File: config.mk
export PLATFORM = sky130hd
export DESIGN_NAME = fpmc_dev_end_flat
export DESIGN_NICKNAME = d
export VERILOG_FILES = /design/src/core/fpmc_pkg.sv /design/src/core/fpmc_link_if.sv /design/src/core/fpmc_stage_timer.sv /design/src/core/fpmc_dev_end.sv /design/src/flat_wrapper.sv
export SDC_FILE = /design/constraint.sdc
export NUM_CORES = 1
export LEC_CHECK = 0
export ABC_AREA = 0
export BUFFER_PORTS_ARGS = -buffer_cell sky130_fd_sc_hd__buf_2
export CORE_MARGIN = 3
export CORE_UTILIZATION = 45
export CTS_BUF_LIST = sky130_fd_sc_hd__clkbuf_16
export CTS_CLUSTER_DIAMETER = 30
export CTS_CLUSTER_SIZE = 16
export DETAILED_ROUTE_END_ITERATION = 6
export GPL_TIMING_DRIVEN = 0
export PLACE_DENSITY = 0.69
export SLEW_MARGIN = 20
export SYNTH_ARGS = -nofsm -noshare
export SYNTH_HDL_FRONTEND = slang
export SYNTH_SLANG_ARGS = --single-unit
File: constraint.sdc
create_clock -name CLK -period 4.3 [get_ports CLK]
set_clock_uncertainty 0.05 [all_clocks]
set_input_delay 0.43 -clock CLK [delete_from_list [all_inputs] [get_ports CLK]]
set_output_delay 0.43 -clock CLK [all_outputs]
set_load 0.01 [all_outputs]
File: src/core/fpmc_pkg.sv
// shared constants for the fp pipeline mode control link and both ends
package fpmc_pkg;
    localparam int MODE_W  = 16;
    localparam int FUNC_W  = 7;
    localparam int STAT_W  = 4;
    localparam int EXC_N   = 11;
    localparam int TMR_W   = 4;
    localparam int NIB_W   = 4;
    localparam int NSEL_W  = 2;
    // mode word bit positions
    localparam int MB_DENORM = 0;
    localparam int MB_BIT1   = 1;  // mul pipe 1 enable, alu fix rounding
    localparam int MB_RND    = 2;  // two bits
    localparam int MB_RES_EN = 4;
    localparam int MB_BIT5   = 5;  // mul pipe 2 enable, alu pipes 3/4 enable
    localparam int MB_BIT6   = 6;  // mul stage 2 field low, alu pipe 2 enable
    localparam int MB_BIT7   = 7;  // mul stage 2 field high, alu pipe 1 enable
    localparam int MB_PAC    = 8;  // two bits
    localparam int MB_COMPAT = 11; // two bits
    localparam int MB_LEGACY = 12;
    localparam int MB_ADVSEL = 13;
    localparam logic [MODE_W-1:0] MODE_RST = 16'h0000;
    // function code fields
    localparam int FB_NSEL = 4;
    localparam logic [FUNC_W-1:0] FIX_FN_LO = 7'h40;
    localparam logic [FUNC_W-1:0] FIX_FN_HI = 7'h4D;
    localparam logic [2:0] CMP_FN_TOP  = 3'h2;
    localparam logic [1:0] CMP_FN_NONE = 2'h3;
    localparam logic [2:0] FIX_ST_ZERO = 3'h0;
    localparam logic [2:0] FIX_ST_FIN  = 3'h2;
    localparam logic [2:0] FIX_ST_OVF  = 3'h5;
    localparam logic [STAT_W-1:0] STAT_NONE = 4'h0;
    localparam logic [TMR_W-1:0]  TMR_ONE   = 4'h1;
    // host register map
    localparam int APB_AW = 8;
    localparam logic [APB_AW-1:0] A_CMD    = 8'h00;
    localparam logic [APB_AW-1:0] A_STATUS = 8'h04;
    localparam logic [APB_AW-1:0] A_PRESET = 8'h08;
    localparam logic [APB_AW-1:0] A_MIRROR = 8'h0C;
    localparam int CB_UNIT = 7;
    localparam int CB_DBL  = 8;
    localparam int CB_LOAD = 9;
    localparam int SB_PEND = 0;
    localparam int SB_STAT = 4;
    localparam int SB_DONE = 8;
    // preset mode words: slow mul, fast mul, fast alu, slow alu
    localparam logic [MODE_W-1:0] PRE_MUL_SLOW = 16'h2132;
    localparam logic [MODE_W-1:0] PRE_MUL_FAST = 16'h0032;
    localparam logic [MODE_W-1:0] PRE_ALU_FAST = 16'h00D0;
    localparam logic [MODE_W-1:0] PRE_ALU_SLOW = 16'h01D0;
    localparam logic [NSEL_W-1:0] NIB_LAST = 2'h3;
endpackage : fpmc_pkg

File: src/core/fpmc_link_if.sv
// link between the host sequencer end and the pipeline control end
`timescale 1ns/1ps
interface fpmc_link_if;
    logic                          req;
    logic                          req_load;
    logic                          req_unit;
    logic                          req_dbl;
    logic [fpmc_pkg::FUNC_W-1:0]   req_func;
    logic                          busy;
    logic                          stat_valid;
    logic [fpmc_pkg::STAT_W-1:0]   stat;

    modport dev_mp (
        input  req, req_load, req_unit, req_dbl, req_func,
        output busy, stat_valid, stat
    );
    modport host_mp (
        output req, req_load, req_unit, req_dbl, req_func,
        input  busy, stat_valid, stat
    );
endinterface : fpmc_link_if

File: src/core/fpmc_stage_timer.sv
// down counter that pulses a stage latch a set number of cycles after start
`timescale 1ns/1ps
module fpmc_stage_timer (
    input  wire logic                       CLK,   // system clock
    input  wire logic                       RST_N, // async reset, low
    input  wire logic                       START, // load the count
    input  wire logic [fpmc_pkg::TMR_W-1:0] LEN,   // cycles to done, at least 1
    output logic                            DONE,  // high in the last cycle
    output logic                            RUN    // counting
);
    import fpmc_pkg::*;

    logic [TMR_W-1:0] cnt;

    always_ff @(posedge CLK or negedge RST_N) begin
        if (!RST_N) begin
            cnt <= '0;
        end else if (START) begin
            cnt <= LEN;
        end else if (cnt != '0) begin
            cnt <= cnt - TMR_ONE;
        end
    end

    assign DONE = (cnt == TMR_ONE);
    assign RUN  = (cnt != '0);
endmodule : fpmc_stage_timer

File: src/core/fpmc_dev_end.sv
// pipeline timing, mode words and result status of the fp multiplier and alu
//
// Local design decisions: the APB slave port and the placing of the registers.
`timescale 1ns/1ps
module fpmc_dev_end (
    input  wire logic                       CLK,            // system clock
    input  wire logic                       RST_N,          // async reset, low
    fpmc_link_if.dev_mp                     LINK,           // host link
    input  wire logic [fpmc_pkg::EXC_N-1:0] EXC_IN,         // raw exceptions
    input  wire logic [fpmc_pkg::STAT_W-1:0] CMP_COND,      // compare outcome
    input  wire logic                       FIX_SIGN,       // fixed result sign
    input  wire logic                       FIX_ZERO,       // fixed result zero
    input  wire logic                       FIX_OVF,        // fixed overflow
    output logic                            PIPE1_STB,      // pipe 1 latch
    output logic                            ACCUM_STB,      // accumulate latch
    output logic                            PIPE2_STB,      // pipe 2 latch
    output logic                            PIPE3_STB,      // stage 3 latch
    output logic                            RESULT_STB,     // result latch
    output logic                            PIPE1_EN,       // pipe 1 latched
    output logic                            PIPE2_EN,       // pipe 2 latched
    output logic                            PIPE34_EN,      // alu pipes 3/4
    output logic                            RESULT_EN,      // result latched
    output logic                            DENORM_FAST,    // flush denormals
    output logic [1:0]                      ROUND_MODE,     // rounding mode
    output logic                            FIX_ROUND_ZERO, // fix rounds to 0
    output logic                            HI_HALF,        // single in top half
    output logic                            LEGACY_COMMON,  // common legacy
    output logic [1:0]                      COMPAT_SEL,     // compat field
    output logic                            OP_UNIT,        // 1 alu, 0 mul
    output logic                            OP_DBL          // double op
);
    import fpmc_pkg::*;

    logic [MODE_W-1:0] mul_mode_word;
    logic [MODE_W-1:0] alu_mode_word;
    logic [MODE_W-1:0] req_word;
    logic [MODE_W-1:0] cur_word;
    logic              cur_unit;
    logic              cur_dbl;
    logic [FUNC_W-1:0] cur_func;
    logic              go;
    logic              ld;
    logic              t1_done;
    logic              t2_done;
    logic              t3_done;
    logic              t1_run;
    logic              t2_run;
    logic              t3_run;
    logic [TMR_W-1:0]  len1;
    logic [TMR_W-1:0]  len2;
    logic [TMR_W-1:0]  len3;
    logic [TMR_W-1:0]  s2_unit;
    logic              acc_q;
    logic              stat_v_q;
    logic [STAT_W-1:0] stat_q;
    logic [STAT_W-1:0] next_stat;
    logic [2:0]        fix_code;
    logic              is_cmp;
    logic              is_fix;

    // one operation in flight; loads are taken even while busy
    assign go = LINK.req && !LINK.req_load && !LINK.busy;
    assign ld = LINK.req && LINK.req_load;

    always_ff @(posedge CLK or negedge RST_N) begin
        if (!RST_N) begin
            mul_mode_word <= MODE_RST;
        end else if (ld && !LINK.req_unit) begin
            mul_mode_word[LINK.req_func[FB_NSEL +: NSEL_W]*NIB_W +: NIB_W]
                <= LINK.req_func[NIB_W-1:0];
        end
    end

    always_ff @(posedge CLK or negedge RST_N) begin
        if (!RST_N) begin
            alu_mode_word <= MODE_RST;
        end else if (ld && LINK.req_unit) begin
            alu_mode_word[LINK.req_func[FB_NSEL +: NSEL_W]*NIB_W +: NIB_W]
                <= LINK.req_func[NIB_W-1:0];
        end
    end

    always_ff @(posedge CLK or negedge RST_N) begin
        if (!RST_N) begin
            cur_unit <= 1'b0;
            cur_dbl  <= 1'b0;
            cur_func <= '0;
        end else if (go) begin
            cur_unit <= LINK.req_unit;
            cur_dbl  <= LINK.req_dbl;
            cur_func <= LINK.req_func;
        end
    end

    assign req_word = LINK.req_unit ? alu_mode_word : mul_mode_word;
    assign cur_word = cur_unit ? alu_mode_word : mul_mode_word;

    // stage length N+1 means clock divided by N+1
    assign len1 = TMR_W'(req_word[MB_PAC +: 2]) + TMR_ONE;
    assign len3 = TMR_W'(cur_word[MB_PAC +: 2]) + TMR_ONE;
    assign s2_unit = TMR_W'(cur_word[MB_BIT6 +: 2]) + TMR_ONE;

    // mul stage 2 from its own field and select, alu stage 2 from pipeline field
    always_comb begin
        if (cur_unit) begin
            // alu stage 2 follows pipeline field
            len2 = len3;
        end else if (cur_dbl || cur_word[MB_ADVSEL]) begin
            len2 = s2_unit << 1;
        end else begin
            len2 = s2_unit;
        end
    end

    // second stage 1 latch N+1 after start
    fpmc_stage_timer u_t1 (
        .CLK   (CLK),
        .RST_N (RST_N),
        .START (go),
        .LEN   (len1),
        .DONE  (t1_done),
        .RUN   (t1_run)
    );

    // stage 2 counted after pipe 1
    fpmc_stage_timer u_t2 (
        .CLK   (CLK),
        .RST_N (RST_N),
        .START (t1_done),
        .LEN   (len2),
        .DONE  (t2_done),
        .RUN   (t2_run)
    );

    // stage 3 of N+1, two cycles at advance 01
    fpmc_stage_timer u_t3 (
        .CLK   (CLK),
        .RST_N (RST_N),
        .START (t2_done),
        .LEN   (len3),
        .DONE  (t3_done),
        .RUN   (t3_run)
    );

    assign LINK.busy = t1_run || t2_run || t3_run;

    // accumulate latch one cycle after pipe 1
    always_ff @(posedge CLK or negedge RST_N) begin
        if (!RST_N) begin
            acc_q <= 1'b0;
        end else begin
            acc_q <= t1_done && !cur_unit;
        end
    end

    assign PIPE1_EN  = cur_unit ? cur_word[MB_BIT7] : cur_word[MB_BIT1];
    assign PIPE2_EN  = cur_unit ? cur_word[MB_BIT6] : cur_word[MB_BIT5];
    assign PIPE34_EN = cur_unit && cur_word[MB_BIT5];
    assign RESULT_EN = cur_word[MB_RES_EN];

    // disabled register stays transparent, no strobe
    assign PIPE1_STB  = (go ? req_word[LINK.req_unit ? MB_BIT7 : MB_BIT1] : 1'b0)
                        || (t1_done && PIPE1_EN);
    assign PIPE2_STB  = t2_done && PIPE2_EN;
    assign PIPE3_STB  = t3_done && (!cur_unit || PIPE34_EN);
    assign RESULT_STB = t3_done && RESULT_EN;
    assign ACCUM_STB  = acc_q;

    assign DENORM_FAST    = cur_word[MB_DENORM];
    assign ROUND_MODE     = cur_word[MB_RND +: 2];
    assign FIX_ROUND_ZERO = cur_unit && cur_word[MB_BIT1];
    // legacy select low is the common setup
    assign LEGACY_COMMON  = !mul_mode_word[MB_LEGACY];
    assign COMPAT_SEL     = mul_mode_word[MB_COMPAT +: 2];
    // single products sit in upper half
    assign HI_HALF        = !cur_unit && !cur_dbl;
    assign OP_UNIT        = cur_unit;
    assign OP_DBL         = cur_dbl;

    // index 0 is the highest priority, reported as code 1
    function automatic logic [STAT_W-1:0] exc_code(input logic [EXC_N-1:0] e);
        logic [STAT_W-1:0] c;
        c = STAT_NONE;
        for (int i = EXC_N - 1; i >= 0; i--) begin
            if (e[i]) begin
                c = STAT_W'(i + 1);
            end
        end
        return c;
    endfunction : exc_code

    assign is_cmp = cur_unit && (cur_func[6:4] == CMP_FN_TOP) && !cur_func[1]
                    && (cur_func[3:2] != CMP_FN_NONE);
    assign is_fix = cur_unit && (cur_func >= FIX_FN_LO) && (cur_func <= FIX_FN_HI);

    assign fix_code = FIX_OVF ? FIX_ST_OVF : (FIX_ZERO ? FIX_ST_ZERO : FIX_ST_FIN);

    always_comb begin
        if (is_cmp) begin
            next_stat = CMP_COND;
        end else if (is_fix) begin
            next_stat = {FIX_SIGN, fix_code};
        end else begin
            next_stat = exc_code(EXC_IN);
        end
    end

    always_ff @(posedge CLK or negedge RST_N) begin
        if (!RST_N) begin
            stat_q <= STAT_NONE;
        end else if (t3_done) begin
            stat_q <= next_stat;
        end
    end

    always_ff @(posedge CLK or negedge RST_N) begin
        if (!RST_N) begin
            stat_v_q <= 1'b0;
        end else begin
            stat_v_q <= t3_done;
        end
    end

    assign LINK.stat_valid = stat_v_q;
    assign LINK.stat       = stat_q;
endmodule : fpmc_dev_end

File: src/flat_wrapper.sv
// flat-port wrapper written by rule: the top's interface ports become plain ports
module fpmc_dev_end_flat import fpmc_pkg::*;
  (CLK, RST_N, EXC_IN, CMP_COND, FIX_SIGN, FIX_ZERO, FIX_OVF, PIPE1_STB, ACCUM_STB, PIPE2_STB, PIPE3_STB, RESULT_STB, PIPE1_EN, PIPE2_EN, PIPE34_EN, RESULT_EN, DENORM_FAST, ROUND_MODE, FIX_ROUND_ZERO, HI_HALF, LEGACY_COMMON, COMPAT_SEL, OP_UNIT, OP_DBL, LINK_req, LINK_req_load, LINK_req_unit, LINK_req_dbl, LINK_req_func, LINK_busy, LINK_stat_valid, LINK_stat);
  fpmc_link_if LINK_i ();
  input  wire logic CLK;
  input  wire logic RST_N;
  input  wire logic [fpmc_pkg::EXC_N-1:0] EXC_IN;
  input  wire logic [fpmc_pkg::STAT_W-1:0] CMP_COND;
  input  wire logic FIX_SIGN;
  input  wire logic FIX_ZERO;
  input  wire logic FIX_OVF;
  output logic PIPE1_STB;
  output logic ACCUM_STB;
  output logic PIPE2_STB;
  output logic PIPE3_STB;
  output logic RESULT_STB;
  output logic PIPE1_EN;
  output logic PIPE2_EN;
  output logic PIPE34_EN;
  output logic RESULT_EN;
  output logic DENORM_FAST;
  output logic [1:0] ROUND_MODE;
  output logic FIX_ROUND_ZERO;
  output logic HI_HALF;
  output logic LEGACY_COMMON;
  output logic [1:0] COMPAT_SEL;
  output logic OP_UNIT;
  output logic OP_DBL;
  input wire logic [$bits(LINK_i.req)-1:0] LINK_req;
  input wire logic [$bits(LINK_i.req_load)-1:0] LINK_req_load;
  input wire logic [$bits(LINK_i.req_unit)-1:0] LINK_req_unit;
  input wire logic [$bits(LINK_i.req_dbl)-1:0] LINK_req_dbl;
  input wire logic [$bits(LINK_i.req_func)-1:0] LINK_req_func;
  output wire logic [$bits(LINK_i.busy)-1:0] LINK_busy;
  output wire logic [$bits(LINK_i.stat_valid)-1:0] LINK_stat_valid;
  output wire logic [$bits(LINK_i.stat)-1:0] LINK_stat;
  assign LINK_i.req = LINK_req;
  assign LINK_i.req_load = LINK_req_load;
  assign LINK_i.req_unit = LINK_req_unit;
  assign LINK_i.req_dbl = LINK_req_dbl;
  assign LINK_i.req_func = LINK_req_func;
  assign LINK_busy = LINK_i.busy;
  assign LINK_stat_valid = LINK_i.stat_valid;
  assign LINK_stat = LINK_i.stat;
  fpmc_dev_end u_core (.CLK(CLK), .RST_N(RST_N), .LINK(LINK_i), .EXC_IN(EXC_IN), .CMP_COND(CMP_COND), .FIX_SIGN(FIX_SIGN), .FIX_ZERO(FIX_ZERO), .FIX_OVF(FIX_OVF), .PIPE1_STB(PIPE1_STB), .ACCUM_STB(ACCUM_STB), .PIPE2_STB(PIPE2_STB), .PIPE3_STB(PIPE3_STB), .RESULT_STB(RESULT_STB), .PIPE1_EN(PIPE1_EN), .PIPE2_EN(PIPE2_EN), .PIPE34_EN(PIPE34_EN), .RESULT_EN(RESULT_EN), .DENORM_FAST(DENORM_FAST), .ROUND_MODE(ROUND_MODE), .FIX_ROUND_ZERO(FIX_ROUND_ZERO), .HI_HALF(HI_HALF), .LEGACY_COMMON(LEGACY_COMMON), .COMPAT_SEL(COMPAT_SEL), .OP_UNIT(OP_UNIT), .OP_DBL(OP_DBL));
endmodule
[Yosys cells after proc, flatten, opt, wreduce, memory -nomap -nowiden]
Index checks and enable logic that the tools add are counted.
Storage, ports and cells
  register bits after elaboration: 59
Cells by class
  reduce and logical (&&, ||, !) cells: 36
  add/sub/neg operators: 7
  order comparisons: 3
  mux-type cells: 34
  equality and inequality tests: 5
  shift operators: 2
Operators with widths (number)
  $mux W4: 21
  $neg A4 Y34: 1
  $shift A4 B34 Y16 const A: 1
  $shiftx A4 B34 Y16: 1
  $bwmux W16: 2
  $lt A32 B6 Y1 const B: 1
  $logic_and A1 B1 Y1: 18
  $mux W16: 1
  $mux W14: 1
  $eq A4 B1 Y1 const B: 3
  $reduce_bool A4 Y1: 3
  $sub A4 B1 Y4 const B: 3
  $add A2 B1 Y3 const B: 3
  $ge A7 B7 Y1 const B: 1
  $le A7 B7 Y1 const B: 1
  $logic_not A1 Y1: 7
  $mux W3: 2
  $reduce_bool A2 Y1: 3
  $logic_or A1 B1 Y1: 5
  $mux W1: 5
  $bmux W1 S4: 1
  $eq A3 B2 Y1 const B: 1
  $mux W2: 1
  $ne A2 B2 Y1 const B: 1

[Logic depth before layout (Yosys ltp)]
  word-level depth: 13
  gate-level depth with buffers: 8

[Hierarchy]
A second synthesis with hierarchy kept.
Unflattened totals
  cells, all modules: 302
  area, all modules: 2899.0 sq um
By module, submodules not included
  fpmc_dev_end: times used 1, sequential area each 925.9 sq um, cells each 227, area each 2092.0 sq um
  fpmc_stage_timer: times used 3, sequential area each 100.1 sq um, cells each 25, area each 269.0 sq um

[Least setup slack after synthesis]
No wires, ideal clock.
  path kind: register to output
  start point: register u_core.u_t3.cnt[0]
  end point: output port PIPE1_STB
  arrival: 1.529 ns
  path slack: 2.291 ns
  cell stages (with the launch flop): 8
  buffers on the path: 1
  cells stage by stage: dfrtp_1 -> inv_1 -> ha_1 -> nor3b_4 -> nand4_2 -> buf_6 -> o22ai_1 -> a22o_1
On the way
  longest elaborated chain between the ends: 6
RTL lines
  from (decl): RTL line fpmc_stage_timer.sv:13  | logic [TMR_W-1:0] cnt;
  from (signal assigned): RTL line fpmc_stage_timer.sv:21  | cnt <= cnt - TMR_ONE;
  $reduce_bool A4 Y1: RTL line fpmc_stage_timer.sv:26  | assign RUN = (cnt != '0);
  $logic_or A1 B1 Y1: RTL line fpmc_dev_end.sv:145  | assign LINK.busy = t1_run || t2_run || t3_run;
  $logic_not A1 Y1: RTL line fpmc_dev_end.sv:62  | assign go = LINK.req && !LINK.req_load && !LINK.busy;
  $logic_and A1 B1 Y1: RTL line fpmc_dev_end.sv:62
  $mux W1: RTL line fpmc_dev_end.sv:162  | assign PIPE1_STB = (go ? req_word[LINK.req_unit ? MB_BIT7 : MB_BIT1] : 1'b0)
  $logic_or A1 B1 Y1: RTL line fpmc_dev_end.sv:163  | || (t1_done && PIPE1_EN);
  to (decl): RTL line flat_wrapper.sv:12  | output logic PIPE1_STB;
Every way passes these cells.

[Worst setup path after layout]
Ends and elaborated chain as after synthesis.

==> Implementation_results.wiki <==
{| class="wikitable"
! Metric !! Value
|-
| Ratio of cells with drive above 1 in the final layout || 25.69%
|-
| Vias in the first global route || 2,319
|-
| Initial antenna violation count || 0
|-
| Largest net degree at the start of global routing || 20
|-
| Total count of hold-check failures in the final report || 0
|-
| Cell count after synthesis || 297
|-
| Count of antenna-violating nets left after detailed routing || 0
|-
| Clock-pin slew reported for the worst setup and hold paths after clock tree synthesis || 0.06 ns
|-
| Number of cell instances on the worst register-to-register path || 7
|-
| Mapped Avg Cell Area || 9.555 sq um
|-
| Number of endpoints failing setup at the final stage || 0
|-
| Full die area || 7295 sq um
|-
| Power per standard cell area || 520.7 nW/um^2
|-
| Peak supply drop || 288.9 uV
|-
| Met3 routed wirelength || 259 um
|-
| Start of the worst register-to-register path || u_core.OP_UNIT
|-
| Largest cells by area after synthesis || dfrtp_1 (43%), nand2_1 (6.7%), o21ai_0 (6.3%)
|-
| Seq/Total Area, Yosys || 43.21%
|-
| Antenna cells || 0
|-
| Chip Width || 85.41 um
|-
| Slew at the pin closest to its max-slew limit || 0.7300 ns
|-
| Critical Path Start || u_core.u_t3.cnt[0]
|-
| Maximum Capacitance Violations || 0
|-
| GP Congestion || 0.7851
|-
| Post-Synthesis Net Count || 342
|-
| Starting DRT DRC Count || 58
|-
| Buffer type at the clock tree root || clkbuf_16
|-
| Number of clock sinks seen by CTS || 49
|-
| Data arrival at the endpoint of the critical path || 2.11 ns
|-
| Final min period || 2.591 ns
|-
| Number of buffers created by CTS || 5
|-
| First-pass GRT wire length || 10.63 mm
|-
| Fraction of registers with async set/reset || 100.0%
|-
| Cell variety after synth || 51
|-
| Instance count after placement with tap cells included || 429
|-
| Number of gates given a new drive strength after cts || 0
|-
| Worst setup SP type || flop
|-
| # rows || 28
|-
| Die outline height || 85.41 um
|-
| Most used standard cells in the synthesized netlist || nand2_1 (51), dfrtp_1 (49), o21ai_0 (36), inv_1 (18), nor2_1 (18)
|-
| Routed WL || 6.190 mm
|-
| Total of fill cells in the finished design || 547
|-
| Largest area contributor in the synthesized netlist || dfrtp_1
|-
| Routed length per placed instance || 14.16 um
|-
| Starting utilization of the core area || 47.09%
|-
| RSZ-0062 raised after global routing || no
|-
| Post-DP HPWL || 4.830 mm
|-
| Category of the worst setup path capture point || output port
|-
| Synthesis-to-layout area growth || 20.81%
|-
| Total overflow reported by the global router || 0
|-
| Non-filler cells in the finished layout || 437
|-
| WP data required || 3.82 ns
|-
| IO Pins || 56
|-
| Synthesized area || 2838 sq um
|-
| # nets final || 406
|-
| Final max-slew violation count || 0
|-
| Setup TNS || 0 ns
|-
| Clock latency at the later pin of the worst-skew pair || 0.29 ns
|-
| Routed metal-1 wire length || 2.911 mm
|-
| Number of synthesized register bits || 49
|-
| Deepest level of the CTS H-tree || 2
|-
| Hold buffer count at CTS || 0
|-
| Met2 WL post-DR || 2.974 mm
|-
| Total Routing Usage GR || 18.16%
|-
| HP Class || in2async
|-
| Static leakage || 1.644 nW
|-
| Top-count cell post-synth || nand2_1
|-
| Vias per inst || 5.265
|-
| Tightest slew margin relative to the limit || 51.23%
|-
| Post-synth EDFFs || 0
|-
| Core Footprint || 6026 sq um
|-
| Number of warnings printed during yosys synthesis || 0
|-
| First-pass iteration count of the detailed router || 4
|-
| Number of remaining DRC errors || 0
|-
| Post CTS Setup Buffer Count || 0
|-
| Highest routed metal layer || met4
|-
| Most frequently used flop master after synthesis || dfrtp_1
|-
| Share of the clock period used by the worst path || 60.27%
|-
| Total vias in the final route || 2,301
|-
| Count of port buffers added during placement || 55
|-
| Max Clk Rate || 385.9 MHz
|-
| TritonCTS clock tree || done
|-
| Result of the run || complete, no violations
|-
| Fraction of post-synthesis cell area in the top cell type by area || 43.21%
|-
| Maximum fanout encountered on the critical timing path || 9
|-
| Max Buffers Root-to-Sink || 2
|-
| Crit Path Category || reg2out
|}
[worst max-delay path: stages, from the launching register on]
cell and delay [ns]:
dfrtp_1 0.41, inv_1 0.07, ha_1 0.20, nor3b_4 0.35, nand4_2 0.16, buf_6 0.19
o22ai_1 0.13, a22o_1 0.17, buf_2 0.13
[kinds of logic after synthesis]
family / share of synthesized area [%]
flops: 43.21
mux: 8.422
buf+inv: 4.850
xor+xnor: 0.9261
simple gates: 22.05
compound gates: 14.37
fa+ha+maj: 6.173
[path summary, 6_finish.rpt]
check	to	slack, ns
min in group CLK	u_core.OP_DBL	0.32
worst min-delay path	u_core.ACCUM_STB	0.01
worst max-delay path	PIPE1_STB	1.71
max in group asynchronous	u_core.mul_mode_word[7]	3.59
worst max register to register	u_core.u_t2.cnt[1]	1.94
worst min register to register	u_core.alu_mode_word[1]	0.43
[power breakdown]
group          total [mW]  internal (mW)  switching [mW]
Sequential          0.676          0.579          0.0972
Combinational       0.669          0.322           0.347
Clock               0.441          0.272           0.168
[state kept, by name, indices dropped and copies added, names as in the netlist]
register	cells
u_core.mul_mode_word	13
u_core.alu_mode_word	10
u_core.cur_func	6
u_core.LINK.stat	4
u_core.u_t1.cnt	4
u_core.u_t2.cnt	4
u_core.u_t3.cnt	4
u_core.ACCUM_STB	1
u_core.LINK.stat_valid	1
u_core.OP_DBL	1
u_core.OP_UNIT	1
[per-layer routing]
metal	vias to the layer above	global-route usage (%)
met1	1079	24.34
li1	1174	-
met3	4	3.592
met2	44	30.58
met5	-	0
met4	0	3.741
[cell type report]
type,count,area [sq um],share of cell area (%)
multi-input cells,221,1474,42.99
flip-flops and latches,49,1226,35.77
repair buffers,57,330.3,9.635
clock buffers,5,125.1,3.650
inverters,19,83.83,2.445
plain buffers,8,53.80,1.569
well taps,75,93.84,2.737
clock inverters,3,41.29,1.204
[placed cells by master (no fill, tap or decap), types with 4 or more instances in the layout]
master	n
and2_1	6
nor3b_1	5
o21ai_0	36
nand3_1	4
buf_2	56
inv_1	18
mux2_4	5
nor2_1	18
mux2i_1	4
ha_1	14
a31oi_1	4
nand2_1	51
dfrtp_1	49
a21oi_1	7
mux2_2	11
clkbuf_16	5
nor3_1	4
or3_1	4
[metrics by stage]
stage	utilization (%)	area [sq um]	setup slack [ns]	power, mW	hold slack, ns
after floorplan	-	2838	2.291	1.164	0.08441
after CTS	56.89	3428	1.682	1.806	0.02024
after detailed placement	54.13	3262	1.990	1.358	0.3267
after global routing	56.89	3428	1.520	1.929	0.03244
after global placement	53.22	3207	2.007	1.328	0.4094
final	56.89	3428	1.709	1.785	0.01289
Note: power is estimated with default switching activity, not from simulation.
